File: src/i2c_params.svh
// named constants of the two-wire bus controller
// assumes one operating clock and counts every time in its periods
`ifndef I2C_PARAMS_SVH
`define I2C_PARAMS_SVH

// operating clock period in ns
`define I2C_OPCLK_PERIOD_NS   10
// own slave address after reset
`define I2C_OWN_ADDR_RST      7'h40
// divider lower limit
`define I2C_N_MIN             8'h01
// multiples of (1+N) clock periods
`define I2C_MULT_HOLD         12'h002
`define I2C_MULT_START        12'h004
`define I2C_MULT_HI_SM        12'h004
`define I2C_MULT_HI_FM        12'h002
`define I2C_MULT_FREE         12'h004
// bit slots within one byte frame
`define I2C_LAST_IDX          4'h7
`define I2C_ACK_IDX           4'h8
// slot before bit 0, left by the scl fall that ends a start
`define I2C_PRE_IDX           4'hf
// slave sda hold after scl fall, in clock periods
`define I2C_SLV_HOLD_PERIODS  4
`define I2C_SYNC_STAGES       2
`define I2C_SLV_DLY_CYC       (`I2C_SLV_HOLD_PERIODS - `I2C_SYNC_STAGES)
`define I2C_SLV_DLY_W         3

`endif

File: src/i2c_pkg.sv
// types shared by the two-wire bus controller
// assumes nothing beyond the constants header
package i2c_pkg;

	typedef enum logic [1:0] {
		CMD_START = 2'h0,
		CMD_WRITE = 2'h1,
		CMD_READ  = 2'h2,
		CMD_STOP  = 2'h3
	} cmd_t;

	typedef enum logic [3:0] {
		M_IDLE   = 4'h0,
		M_START  = 4'h1,
		M_HOLD   = 4'h3,
		M_SETUP  = 4'h2,
		M_HIGH   = 4'h6,
		M_WAIT   = 4'h7,
		M_STOP_A = 4'h5,
		M_STOP_B = 4'h4,
		M_STOP_C = 4'hc,
		M_FREE   = 4'hd,
		M_RS_A   = 4'hf,
		M_RS_B   = 4'he,
		M_RS_C   = 4'ha
	} mst_state_t;

	typedef enum logic [1:0] {
		S_IDLE = 2'h0,
		S_ADDR = 2'h1,
		S_RX   = 2'h3,
		S_TX   = 2'h2
	} slv_state_t;

	typedef enum logic [2:0] {
		ROLE_IDLE = 3'h0,
		ROLE_MTX  = 3'h1,
		ROLE_MRX  = 3'h3,
		ROLE_SRX  = 3'h2,
		ROLE_STX  = 3'h6
	} role_t;

endpackage

File: src/i2c_input_sync.sv
// two-stage synchroniser for the scl and sda inputs
// assumes lines idle high
`timescale 1ns/10ps
`default_nettype none
module i2c_input_sync
(
	// clock and reset
	input  wire logic       mclk,
	input  wire logic       reset_n,
	// lines
	input  wire logic [1:0] din,
	output logic      [1:0] dout
);
	logic [1:0] meta_q;

	always_ff @(posedge mclk)
	begin
		if (!reset_n)
		begin
			meta_q <= 2'h3;
			dout   <= 2'h3;
		end
		else
		begin
			meta_q <= din;
			dout   <= meta_q;
		end
	end
endmodule
`default_nettype wire

File: src/i2c_phase_timer.sv
// down counter timing one bus phase
// assumes a load of len-1 gives a phase of len cycles
`timescale 1ns/10ps
`default_nettype none
module i2c_phase_timer
(
	// clock and reset
	input  wire logic        mclk,
	input  wire logic        reset_n,
	// control
	input  wire logic        load,
	input  wire logic [11:0] loadVal,
	output logic             done
);
	logic [11:0] cnt_q;
	logic [11:0] cnt_d;

	always_comb
	begin
		cnt_d = cnt_q;
		if (load)
			cnt_d = loadVal;
		else if (cnt_q != 12'h000)
			cnt_d = cnt_q - 12'h001;
	end

	always_ff @(posedge mclk)
	begin
		if (!reset_n)
			cnt_q <= 12'h000;
		else
			cnt_q <= cnt_d;
	end

	assign done = (cnt_q == 12'h000);
endmodule
`default_nettype wire

File: src/i2c_master_slave_controller.sv
// two-wire bus controller, master or addressed slave
// assumes static mode and divider during a transfer, pull-ups on the wires
`timescale 1ns/10ps
`default_nettype none
`include "i2c_params.svh"
module i2c_master_slave_controller
	import i2c_pkg::*;
(
	// clock and reset
	input  wire logic       mclk,
	input  wire logic       reset_n,
	// configuration
	input  wire logic       masterMode,
	input  wire logic       fastMode,
	input  wire logic [7:0] divN,
	input  wire logic [6:0] ownAddrIn,
	input  wire logic       ownAddrWr,
	// master commands
	input  wire logic       cmdValid,
	input  wire cmd_t       cmdCode,
	input  wire logic [7:0] cmdData,
	output logic            cmdReady,
	output logic            rspValid,
	output logic      [7:0] rspData,
	output logic            rspAck,
	// slave data
	input  wire logic [7:0] slvTxData,
	output logic            slvTxTake,
	output logic            slvAddrHit,
	output logic            slvRxValid,
	output logic      [7:0] slvRxData,
	output logic            slvStop,
	// status
	output var role_t       role,
	// bus pins
	input  wire logic       sclIn,
	output logic            sclOut,
	output logic            sclOe,
	input  wire logic       sdaIn,
	output logic            sdaOut,
	output logic            sdaOe
);
	localparam int SlvDly = `I2C_SLV_DLY_CYC;

	function automatic logic [11:0] phaseLen(input logic [11:0] mult,
		input logic [7:0] n);
		logic [11:0] q;
		q = {4'h0, n} + 12'h001;
		phaseLen = 12'(mult * q) - 12'h001;
	endfunction

	logic [1:0]  syncOut;
	logic        sclS, sdaS, sclP_q, sdaP_q;
	logic        sclRise, sclFall, startDet, stopDet;
	logic [7:0]  nEff;
	logic [11:0] lenHold, lenStart, lenHi;
	logic        tmrLoad, tmrDone;
	logic [11:0] tmrVal;

	i2c_input_sync uSync (
		.mclk    (mclk),
		.reset_n (reset_n),
		.din     ({sclIn, sdaIn}),
		.dout    (syncOut)
	);
	assign sclS = syncOut[1];
	assign sdaS = syncOut[0];
	assign sclRise  = sclS && !sclP_q;
	assign sclFall  = !sclS && sclP_q;
	// start and stop seen with scl high
	assign startDet = sclS && sclP_q && sdaP_q && !sdaS;
	assign stopDet  = sclS && sclP_q && !sdaP_q && sdaS;

	assign nEff = (divN < `I2C_N_MIN) ? `I2C_N_MIN : divN;
	// phases in multiples of (1+N) clocks
	assign lenHold  = phaseLen(`I2C_MULT_HOLD, nEff);
	assign lenStart = phaseLen(`I2C_MULT_START, nEff);
	assign lenHi = phaseLen(fastMode ? `I2C_MULT_HI_FM : `I2C_MULT_HI_SM,
		nEff);

	i2c_phase_timer uTimer (
		.mclk    (mclk),
		.reset_n (reset_n),
		.load    (tmrLoad),
		.loadVal (tmrVal),
		.done    (tmrDone)
	);

	// master engine
	mst_state_t mState_q, mState_d;
	logic       mSclLow_q, mSclLow_d, mSdaLow_q, mSdaLow_d;
	logic [7:0] shReg_q, shReg_d;
	logic [3:0] mBit_q, mBit_d;
	logic       mWrite_q, mWrite_d, nackLast_q, nackLast_d;
	logic       mAddr_q, mAddr_d;
	logic       cmdReady_d, rspValid_d, rspAck_d, take, bitLow;
	logic [7:0] rspData_d;

	always_comb
	begin
		mState_d   = mState_q;
		mSclLow_d  = mSclLow_q;
		mSdaLow_d  = mSdaLow_q;
		shReg_d    = shReg_q;
		mBit_d     = mBit_q;
		mWrite_d   = mWrite_q;
		nackLast_d = nackLast_q;
		mAddr_d    = mAddr_q;
		rspValid_d = 1'b0;
		rspData_d  = rspData;
		rspAck_d   = rspAck;
		tmrLoad    = 1'b0;
		tmrVal     = lenHold;
		take       = cmdValid && cmdReady;
		// value for the coming bit slot
		if (mWrite_q)
			bitLow = (mBit_q == `I2C_ACK_IDX) ? 1'b0 : !shReg_q[7];
		else
			bitLow = (mBit_q == `I2C_ACK_IDX) ? !nackLast_q : 1'b0;
		case (mState_q)
			M_IDLE:
				if (take && cmdCode == CMD_START)
				begin
					mState_d  = M_START;
					mAddr_d   = 1'b1;
					mSdaLow_d = 1'b1;
					tmrLoad   = 1'b1;
					tmrVal    = lenStart;
					shReg_d   = cmdData;
					mWrite_d  = 1'b1;
					mBit_d    = 4'h0;
				end
			M_START:
				// scl stays high after start edge
				if (tmrDone)
				begin
					mState_d  = M_HOLD;
					mSclLow_d = 1'b1;
					tmrLoad   = 1'b1;
				end
			M_HOLD:
				// hold after fall, then present bit
				if (tmrDone)
				begin
					mState_d  = M_SETUP;
					mSdaLow_d = bitLow;
					tmrLoad   = 1'b1;
				end
			M_SETUP:
				if (tmrDone)
				begin
					mState_d  = M_HIGH;
					mSclLow_d = 1'b0;
					tmrLoad   = 1'b1;
					tmrVal    = lenHi;
				end
			M_HIGH:
				if (tmrDone)
				begin
					mSclLow_d = 1'b1;
					tmrLoad   = 1'b1;
					if (mBit_q == `I2C_ACK_IDX)
					begin
						// low at ack slot means acknowledged
						rspValid_d = 1'b1;
						rspAck_d   = !sdaS;
						rspData_d  = shReg_q;
						mBit_d     = 4'h0;
						mState_d   = M_WAIT;
						mAddr_d    = 1'b0;
						if (mAddr_q && !sdaS)
							mWrite_d = !shReg_q[0];
					end
					else
					begin
						shReg_d  = {shReg_q[6:0], sdaS};
						mBit_d   = mBit_q + 4'h1;
						mState_d = M_HOLD;
					end
				end
			M_WAIT:
				// next byte, stop or repeated start
				if (take)
				begin
					tmrLoad = 1'b1;
					case (cmdCode)
						CMD_START:
						begin
							mState_d = M_RS_A;
							mAddr_d  = 1'b1;
							shReg_d  = cmdData;
							mWrite_d = 1'b1;
						end
						CMD_WRITE:
						begin
							mState_d = M_HOLD;
							shReg_d  = cmdData;
							mWrite_d = 1'b1;
						end
						CMD_READ:
						begin
							mState_d   = M_HOLD;
							mWrite_d   = 1'b0;
							nackLast_d = cmdData[0];
						end
						default:
							mState_d = M_STOP_A;
					endcase
				end
			M_STOP_A:
				if (tmrDone)
				begin
					mState_d  = M_STOP_B;
					mSdaLow_d = 1'b1;
					tmrLoad   = 1'b1;
				end
			M_STOP_B:
				if (tmrDone)
				begin
					mState_d  = M_STOP_C;
					mSclLow_d = 1'b0;
					tmrLoad   = 1'b1;
				end
			M_STOP_C:
				if (tmrDone)
				begin
					mState_d  = M_FREE;
					mSdaLow_d = 1'b0;
					tmrLoad   = 1'b1;
					tmrVal    = lenStart;
				end
			M_FREE:
				// bus free before any new start
				if (tmrDone)
					mState_d = M_IDLE;
			M_RS_A:
				if (tmrDone)
				begin
					mState_d  = M_RS_B;
					mSdaLow_d = 1'b0;
					tmrLoad   = 1'b1;
				end
			M_RS_B:
				if (tmrDone)
				begin
					mState_d  = M_RS_C;
					mSclLow_d = 1'b0;
					tmrLoad   = 1'b1;
				end
			M_RS_C:
				if (tmrDone)
				begin
					mState_d  = M_START;
					mSdaLow_d = 1'b1;
					mBit_d    = 4'h0;
					tmrLoad   = 1'b1;
					tmrVal    = lenStart;
				end
			default:
				mState_d = M_IDLE;
		endcase
		if (!masterMode)
		begin
			mState_d  = M_IDLE;
			mSclLow_d = 1'b0;
			mSdaLow_d = 1'b0;
		end
		cmdReady_d = masterMode
			&& (mState_d == M_IDLE || mState_d == M_WAIT);
	end

	always_ff @(posedge mclk)
	begin
		if (!reset_n)
		begin
			mState_q   <= M_IDLE;
			mSclLow_q  <= 1'b0;
			mSdaLow_q  <= 1'b0;
			shReg_q    <= 8'h00;
			mBit_q     <= 4'h0;
			mWrite_q   <= 1'b1;
			nackLast_q <= 1'b0;
			mAddr_q    <= 1'b0;
			cmdReady   <= 1'b0;
			rspValid   <= 1'b0;
			rspData    <= 8'h00;
			rspAck     <= 1'b0;
		end
		else
		begin
			mState_q   <= mState_d;
			mSclLow_q  <= mSclLow_d;
			mSdaLow_q  <= mSdaLow_d;
			shReg_q    <= shReg_d;
			mBit_q     <= mBit_d;
			mWrite_q   <= mWrite_d;
			nackLast_q <= nackLast_d;
			mAddr_q    <= mAddr_d;
			cmdReady   <= cmdReady_d;
			rspValid   <= rspValid_d;
			rspData    <= rspData_d;
			rspAck     <= rspAck_d;
		end
	end

	// slave engine
	slv_state_t                 sState_q, sState_d;
	logic [3:0]                 sBit_q, sBit_d;
	logic [7:0]                 sShift_q, sShift_d, slvRxData_d;
	logic [`I2C_SLV_DLY_W-1:0]  sDly_q, sDly_d;
	logic                       sSdaLow_q, sSdaLow_d, sPend_q, sPend_d;
	logic                       sRead_q, sRead_d, sNack_q, sNack_d;
	logic [6:0]                 ownAddr_q, ownAddr_d;
	logic                       locked_q, locked_d;
	logic                       slvTxTake_d, slvAddrHit_d;
	logic                       slvRxValid_d, slvStop_d;

	always_comb
	begin
		sState_d     = sState_q;
		sBit_d       = sBit_q;
		sShift_d     = sShift_q;
		sDly_d       = sDly_q;
		sSdaLow_d    = sSdaLow_q;
		sPend_d      = sPend_q;
		sRead_d      = sRead_q;
		sNack_d      = sNack_q;
		ownAddr_d    = ownAddr_q;
		locked_d     = locked_q;
		slvRxData_d  = slvRxData;
		slvTxTake_d  = 1'b0;
		slvAddrHit_d = 1'b0;
		slvRxValid_d = 1'b0;
		slvStop_d    = 1'b0;
		if (ownAddrWr && !locked_q)
		begin
			ownAddr_d = ownAddrIn;
			locked_d  = 1'b1;
		end
		// delayed sda update after scl fall
		if (sDly_q != '0)
		begin
			sDly_d = sDly_q - 1'b1;
			if (sDly_q == 1)
				sSdaLow_d = sPend_q;
		end
		// scl sampled as input in slave role
		if (sclRise && sBit_q != `I2C_ACK_IDX)
		begin
			if (sState_q == S_ADDR || sState_q == S_RX)
				sShift_d = {sShift_q[6:0], sdaS};
		end
		else if (sclRise && sState_q == S_TX)
			sNack_d = sdaS;
		if (sclFall && sState_q != S_IDLE)
		begin
			sBit_d  = (sBit_q == `I2C_ACK_IDX) ? 4'h0 : sBit_q + 4'h1;
			sDly_d  = `I2C_SLV_DLY_W'(SlvDly - 1);
			sPend_d = 1'b0;
			case (sState_q)
				S_ADDR:
					if (sBit_q == `I2C_LAST_IDX)
					begin
						if (sShift_q[7:1] == ownAddr_q)
						begin
							sPend_d      = 1'b1;
							slvAddrHit_d = 1'b1;
							sRead_d      = sShift_q[0];
						end
						else
							sState_d = S_IDLE;
					end
					else if (sBit_q == `I2C_ACK_IDX)
					begin
						if (sRead_q)
						begin
							sState_d    = S_TX;
							sShift_d    = slvTxData;
							slvTxTake_d = 1'b1;
							sPend_d     = !slvTxData[7];
						end
						else
							sState_d = S_RX;
					end
				S_RX:
					if (sBit_q == `I2C_LAST_IDX)
					begin
						sPend_d      = 1'b1;
						slvRxValid_d = 1'b1;
						slvRxData_d  = sShift_q;
					end
				default:
					if (sBit_q < `I2C_LAST_IDX)
					begin
						sShift_d = {sShift_q[6:0], 1'b0};
						sPend_d  = !sShift_q[6];
					end
					else if (sBit_q == `I2C_ACK_IDX)
					begin
						if (sNack_q)
							sState_d = S_IDLE;
						else
						begin
							sShift_d    = slvTxData;
							slvTxTake_d = 1'b1;
							sPend_d     = !slvTxData[7];
						end
					end
			endcase
		end
		if (startDet)
		begin
			sState_d  = S_ADDR;
			// the scl fall after the start moves to bit 0
			sBit_d    = `I2C_PRE_IDX;
			sDly_d    = '0;
			sSdaLow_d = 1'b0;
		end
		else if (stopDet)
		begin
			slvStop_d = (sState_q != S_IDLE);
			sState_d  = S_IDLE;
			sDly_d    = '0;
			sSdaLow_d = 1'b0;
		end
		if (masterMode)
		begin
			sState_d  = S_IDLE;
			sDly_d    = '0;
			sSdaLow_d = 1'b0;
		end
	end

	always_ff @(posedge mclk)
	begin
		if (!reset_n)
		begin
			sState_q   <= S_IDLE;
			sBit_q     <= 4'h0;
			sShift_q   <= 8'h00;
			sDly_q     <= '0;
			sSdaLow_q  <= 1'b0;
			sPend_q    <= 1'b0;
			sRead_q    <= 1'b0;
			sNack_q    <= 1'b0;
			ownAddr_q  <= `I2C_OWN_ADDR_RST;
			locked_q   <= 1'b0;
			slvRxData  <= 8'h00;
			slvTxTake  <= 1'b0;
			slvAddrHit <= 1'b0;
			slvRxValid <= 1'b0;
			slvStop    <= 1'b0;
		end
		else
		begin
			sState_q   <= sState_d;
			sBit_q     <= sBit_d;
			sShift_q   <= sShift_d;
			sDly_q     <= sDly_d;
			sSdaLow_q  <= sSdaLow_d;
			sPend_q    <= sPend_d;
			sRead_q    <= sRead_d;
			sNack_q    <= sNack_d;
			ownAddr_q  <= ownAddr_d;
			locked_q   <= locked_d;
			slvRxData  <= slvRxData_d;
			slvTxTake  <= slvTxTake_d;
			slvAddrHit <= slvAddrHit_d;
			slvRxValid <= slvRxValid_d;
			slvStop    <= slvStop_d;
		end
	end

	// pin and role registers
	role_t role_d;

	always_comb
	begin
		if (masterMode)
			role_d = (mState_q == M_IDLE || mState_q == M_FREE) ? ROLE_IDLE
				: (mWrite_q ? ROLE_MTX : ROLE_MRX);
		else if (sState_q == S_TX)
			role_d = ROLE_STX;
		else if (sState_q == S_IDLE)
			role_d = ROLE_IDLE;
		else
			role_d = ROLE_SRX;
	end

	always_ff @(posedge mclk)
	begin
		if (!reset_n)
		begin
			sclP_q <= 1'b1;
			sdaP_q <= 1'b1;
			sclOe  <= 1'b0;
			sdaOe  <= 1'b0;
			sclOut <= 1'b0;
			sdaOut <= 1'b0;
			role   <= ROLE_IDLE;
		end
		else
		begin
			sclP_q <= sclS;
			sdaP_q <= sdaS;
			sclOe  <= masterMode && mSclLow_q;
			sdaOe  <= masterMode ? mSdaLow_q : sSdaLow_q;
			sclOut <= 1'b0;
			sdaOut <= 1'b0;
			role   <= role_d;
		end
	end

	// checks
	logic [11:0] stCnt_q;
	always_ff @(posedge mclk)
	begin
		if (!reset_n || mState_d != mState_q)
			stCnt_q <= 12'h000;
		else
			stCnt_q <= stCnt_q + 12'h001;
	end
endmodule
`default_nettype wire

File: config.mk
export PLATFORM = sky130hd
export DESIGN_NAME = i2c_master_slave_controller
export DESIGN_NICKNAME = d
export VERILOG_FILES = /design/src/i2c_pkg.sv /design/src/i2c_input_sync.sv /design/src/i2c_phase_timer.sv /design/src/i2c_master_slave_controller.sv
export VERILOG_INCLUDE_DIRS = /design/src
export SDC_FILE = /design/constraint.sdc
export NUM_CORES = 1
export LEC_CHECK = 0
export ABC_CLOCK_PERIOD_IN_PS = 5200
export BUFFER_PORTS_ARGS = -buffer_cell sky130_fd_sc_hd__buf_4
export CAP_MARGIN = 20
export CORE_ASPECT_RATIO = 1.4
export CORE_MARGIN = 2
export CORE_UTILIZATION = 28
export CTS_CLUSTER_DIAMETER = 80
export CTS_CLUSTER_SIZE = 40
export DETAILED_ROUTE_END_ITERATION = 10
export PLACE_DENSITY = 0.49
export SLEW_MARGIN = 20
export SYNTH_ARGS = -nofsm -noshare
export SYNTH_HDL_FRONTEND = slang
export SYNTH_SLANG_ARGS = --single-unit
File: constraint.sdc
create_clock -name mclk -period 5.2 [get_ports mclk]
set_input_delay 1.04 -clock mclk [delete_from_list [all_inputs] [get_ports mclk]]
set_output_delay 1.04 -clock mclk [all_outputs]
set_load 0.02 [all_outputs]
* After elaboration in Yosys (flattened, before gate mapping)
Cells that the tools add are included.
** Word-level totals
- Bits in registers :: 96
- Input bits :: 41
- Output and inout port bits :: 30
** Operators by class
- $add $sub $neg :: 8
- Multipliers :: 1
- $lt $le $gt $ge :: 2
- Eq/ne operators :: 44
- Mux-type cells :: 109
- Bitwise gates (word level) :: 4
- Reduce and logical (&&, ||, !) cells :: 82
** Operators by type and width (count)
- 8-bit two-way mux :: 15
- 4-bit two-way mux :: 21
- 12-bit two-way mux :: 5
- 4-bit case mux with 13 select lines :: 1
- 12-bit by 1-bit subtractor with 12-bit output, second input constant :: 4
- 1-bit two-way mux :: 40
- 12-bit case mux with 3 select lines :: 1
- 4-bit equality test, second input constant :: 7
- 4-bit by 3-bit equality test with 1-bit output, second input constant :: 6
- 8-bit case mux with 3 select lines :: 1
- 2-bit inequality test, second input constant :: 11
- 7-bit AND reduction :: 3
- 2-bit two-way mux :: 9
- 3-bit AND reduction :: 6
- 1-bit logical AND :: 16
- 8-bit case mux with 2 select lines :: 1
- 2-bit nonzero test :: 8
- 4-bit nonzero test :: 4
- 2-bit OR reduction :: 7
- 12-bit zero test :: 1
- 3-bit by 9-bit multiplier with 12-bit output :: 1
- 3-bit two-way mux :: 4
- 4-bit case mux with 3 select lines :: 1
- 4-bit AND reduction :: 3
- 34 further kinds :: 74

* Depth between registers and ports, before layout
- Depth after elaboration :: 9
- Depth in mapped cells :: 20
- Mapped depth without buffers :: 18

* Cells and area by module
From an unflattened synthesis, not the netlist that was laid out.
** Unflattened totals
- Cells, all modules :: 769
- Area total of the unflattened synthesis :: 6098.3 um^2
** By module, submodules not included
- i2c_master_slave_controller :: instances 1, cells an instance 671, area each 5290.1 um^2
- i2c_phase_timer :: instances 1, cells an instance 90, area each 703.2 um^2
- i2c_input_sync :: instances 1, cells an instance 8, area each 105.1 um^2

* Least setup slack after synthesis
Ideal clock, no wire load.
- Path kind :: input -> register
- Start point :: in divN[6]
- End point :: reg uTimer.cnt_q[10]
- Data arrival time :: 4.587 ns
- Data required time :: 5.057 ns
- Slack :: 0.470 ns
- Cell stages on the path :: 19
- Path buffers :: 2
- Path through :: clkbuf_1 -> nor4_1 -> a21oi_1 -> inv_1 -> ha_1 -> and2_1 -> clkbuf_1 -> nand2_1 -> xnor2_1 -> mux2i_1 -> inv_1 -> ha_1 -> ha_1 -> a21o_1 -> and2_1 -> a211o_1 -> a21oi_1 -> mux2i_1 -> a41oi_1
** Between the ends
- Longest elaborated chain between the ends :: 8
** Ends and longest elaborated chain
- start: declaration :: RTL line i2c_master_slave_controller.sv:15 : input wire logic [7:0] divN,
- 8-bit by 1-bit < comparator with 1-bit output (no source line)
- 8-bit two-way mux * :: RTL line i2c_master_slave_controller.sv:74 : assign nEff = (divN < `I2C_N_MIN) ? `I2C_N_MIN : divN;
- 8-bit by 1-bit adder with 9-bit output * :: RTL line i2c_master_slave_controller.sv:48 : q = {4'h0, n} + 12'h001;
- 3-bit by 9-bit multiplier with 12-bit output :: RTL line i2c_master_slave_controller.sv:49 : phaseLen = 12'(mult * q) - 12'h001;
- 12-bit by 1-bit subtractor with 12-bit output :: RTL line i2c_master_slave_controller.sv:49
- 12-bit two-way mux :: RTL line i2c_master_slave_controller.sv:150 : if (tmrDone)
- 12-bit case mux with 3 select lines * :: RTL line i2c_master_slave_controller.sv:120 : case (mState_q)
- 12-bit two-way mux * :: RTL line i2c_phase_timer.sv:21 : if (load)
- end signal: assignment :: RTL line i2c_phase_timer.sv:32 : cnt_q <= cnt_d;
- end: declaration :: RTL line i2c_phase_timer.sv:15 : logic [11:0] cnt_q;
Mark *: on every way between the ends. The rest lies on a longest branch, timed or not.
A chain may end at the register's enable or synchronous reset.

* Worst setup path in the final report
- Start point :: in divN[7]
- End point :: reg uTimer.cnt_q[10]
Same word-level chain as after synthesis.

==> run_results.csv <==
group,metric,value,unit
run_status,status,"completed",
synth,syn_area,6101,sq um
worst_setup_path,cp.required,5.42,ns
cts,clk_pin_slew_worst_paths,0.07,ns
synth,synth-main-ff-cell,"dfxtp_1",
timing,min_period_over_period,87.60,%
global_route,grt_max_degree,47,
synth,synthCells,777,
worst_setup_path,cp-end-kind,"flip-flop",
floorplan,start_util,28.67,%
synth,async_reset_ff_share,0,%
cts,cts_tree,"yes",
global_route,overflow,0,
cts,clockRootBuffer,"clkbuf_16",
place,placedInstanceArea,6823,sq um
floorplan,fp.coreArea,21280,sq um
synth,synth_edf_count,0,
timing,relSlewSlack,38.74,%
global_route,grt_pass1_wl,27990,microns
worst_setup_path,critPathMaxStageDelay,0.36,ns
pwr,power.leakage,0.003002,uW
floorplan,die_y,178.7,microns
cts,cts.sinks,96,
synth,synth.distinct_cells,69,
timing,fmax,219.5,MHz
cts,cts_buffer_depth,2,
worst_setup_path,cp-startpoint,"divN[7]",
worst_setup_path,r2r_start,"uTimer.cnt_q[0]",
floorplan,pin_count,71,
worst_setup_path,r2r_setup_slack,2.18,ns
final_layout,diodes,0,
synth,synth_common_cells,"107 x nor2_1, 96 x dfxtp_1, 80 x nand2_1",
pwr,p_sw,716.0,uW
drt,avgViaCountPerCell,5.151,
timing,slew_violations,0,
synth,synth_seq_cells,96,
timing,worstMarginPinSlew,0.9155,ns
drt,post_drt_wl_per_cell,15.95,microns
place,gp_congestion,0.8028,
pwr,peakVddDrop,0.0001460,V
timing,period_minus_slack,4.555,ns
global_route,antenna_found_initial,0,
pwr,power_density,300.1,nW/um^2
global_route,grt.total_usage,15.17,%
job,cap_violations,0,
worst_setup_path,worstSetupPathType,"input port to flip-flop",
worst_setup_path,timing.critical_path.fanout_max,12,
worst_setup_path,cp_top_family,"compound AO/OA/AOI/OAI gates",
drt,drcViolationCount,0,
cts,post_cts.repair.setup_buffers,0,
drt,antenna_left,0,
synth,ys_seq_area_share,31.50,%
cts,cts_buffers,9,
cts,post_cts_resized,0,
timing,hold_violations,0,
pwr,comb_power_share,28.7,%
worst_hold_path,min_from,"uSync.meta_q[1]",
pwr,seqPwrFrac,38.9,%
timing,skew,0.007869,ns
timing,setup_viol,0,
worst_setup_path,cpMostUsedCell,"ha_1",
drt,drt_iter0_markers,332,
synth,synth_top_area_share,31.50,%
drt,routed_wl,17290,microns
timing,finalSetupTns,0,ns
worst_setup_path,critPathArrivalTime,4.77,ns
cts,clk_latency,0.35,ns
floorplan,die_w,128.8,microns
pwr,pwr-share-clk,32.4,%
cts,cts-htree-levels,3,
pwr,p_int,1425,uW
timing,rsz0062_at_grt,"false",
synth,synth_area_per_cell,7.852,sq um
final_layout,fin_nets,890,
worst_setup_path,slowest_stage,"ha_1",
global_route,grt_pass1_vias,5466,
final_layout,fin_area,7133,sq um
worst_hold_path,hold_path.class,"flip-flop to flip-flop",
final_layout,final_util,33.52,%
synth,yosys.cell_count.top_type,"nor2_1",
synth,synth_area_leaders,"dfxtp_1 32%, mux2i_1 9.4%, nor2_1 6.6%, ha_1 6.2%, nand2_1 4.9%",
final_layout,area_growth,16.92,%
place,dp_hpwl,13030,microns
final_layout,drive_gt1_share,13.59,%
synth,synth_top_cell_by_area,"dfxtp_1",
floorplan,row_count,63,
cts,holdBufCountCts,0,
synth,yosysWarnings,0,
worst_setup_path,cp.buffers_inverters,3,
pwr,swShare,33.45,%
worst_setup_path,start_kind,"input port",
place,io_buffers,68,
worst_setup_path,cp_cell_sequence,"buf_4, nor4_1, a21oi_1, inv_1, ha_1, and2_1, nand2_1, xnor2_1, mux2i_1, inv_1, ha_1, ha_1, a21o_1, and2_1, a211o_1, a21oi_1, mux2i_1, a41oi_1",
floorplan,die_area,23000,sq um
drt,firstDrtPassIters,4,
drt,vias,5584,
-- power groups by stage --
stage | Combinational [uW] | Clock, uW | Sequential (uW)
after floorplan | 473 | 0 | 836
after global placement | 615 | 0 | 849
after detailed placement | 617 | 0 | 850
after CTS | 621 | 722 | 833
after global routing | 692 | 751 | 841
final | 613 | 694 | 834
-- layer usage --
| metal | wire length [microns] | global-route usage, % |
|---|---|---|
| met1 | 7214 | 17.51 |
| met2 | 9189 | 28.62 |
| met3 | 538 | 1.940 |
| met4 | 343 | 4.891 |
| met5 | 0 | 0 |
-- cell families (layout without fill, tap and decap cells) --
kind of cell / after synthesis / after routing / synth area share (%)
mux: 62 / 62 / 10.27
compound gates: 166 / 166 / 17.95
other cells: 1 / 2 / 0.06147
fa+ha+maj: 30 / 30 / 6.153
buf+inv: 79 / 125 / 5.209
simple gates: 318 / 318 / 25.27
flops: 96 / 96 / 31.50
xor+xnor: 25 / 25 / 3.589
-- stage by stage --
step	instances	hold WS, ns	setup slack (ns)	total power [uW]
2_1_floorplan	778	0.3863	0.4703	1308
3_3_place_gp	1068	0.4074	0.3907	1464
3_5_place_dp	1068	0.3957	0.3124	1467
4_1_cts	1084	0.4187	0.6749	2176
5_1_grt	1084	0.4281	0.2553	2284
6_report	1084	0.4145	0.6446	2140
-- worst paths after layout --
path                                         end  depth (start not counted)
worst max register to register        shReg_q[0]                          8
worst min register to register     uSync.dout[1]                          1
worst min-delay path               uSync.dout[1]                          1
worst max-delay path            uTimer.cnt_q[10]                         18
-- final cells by class --
type	instances	area, sq um
Timing Repair Buffer	77	578.1
Multi-Input combinational cell	603	3877
Inverter	32	120.1
Sequential cell	96	1922
Clock buffer	9	225.2
Tap cell	260	325.3
Fill cell	2300	14150
Clock inverter	7	85.08
-- cell usage in the layout, fill, tap and decap left out, drive strengths merged, types with 4 or more instances in the layout --
master    n
a211o     5
nand3    21
a31oi    13
buf      77
dfxtp    96
a21o      4
xor2     12
nor4     11
clkbuf    9
mux2      5
inv      35
xnor2    13
nand4b    6
or2       5
nor3     15
nor2    107
a22oi    12
nor2b     9
nand2b   18
ha       30
o21a      5
or3       8
nand2    80
mux2i    57
a21oi    36
and3     11
o22ai    11
a211oi    5
nor3b     5
or4       4
o211ai    4
o21ai    39
-- state kept, by name (all words and copies together) (netlist names), 4 cells and up --
register / count
ownAddr_q: 7
sBit_q: 4
mBit_q: 4
uTimer.cnt_q: 12
rspData: 8
shReg_q: 8
sShift_q: 8
slvRxData: 8
mState_q: 4
(Power assumes the default switching activity.)
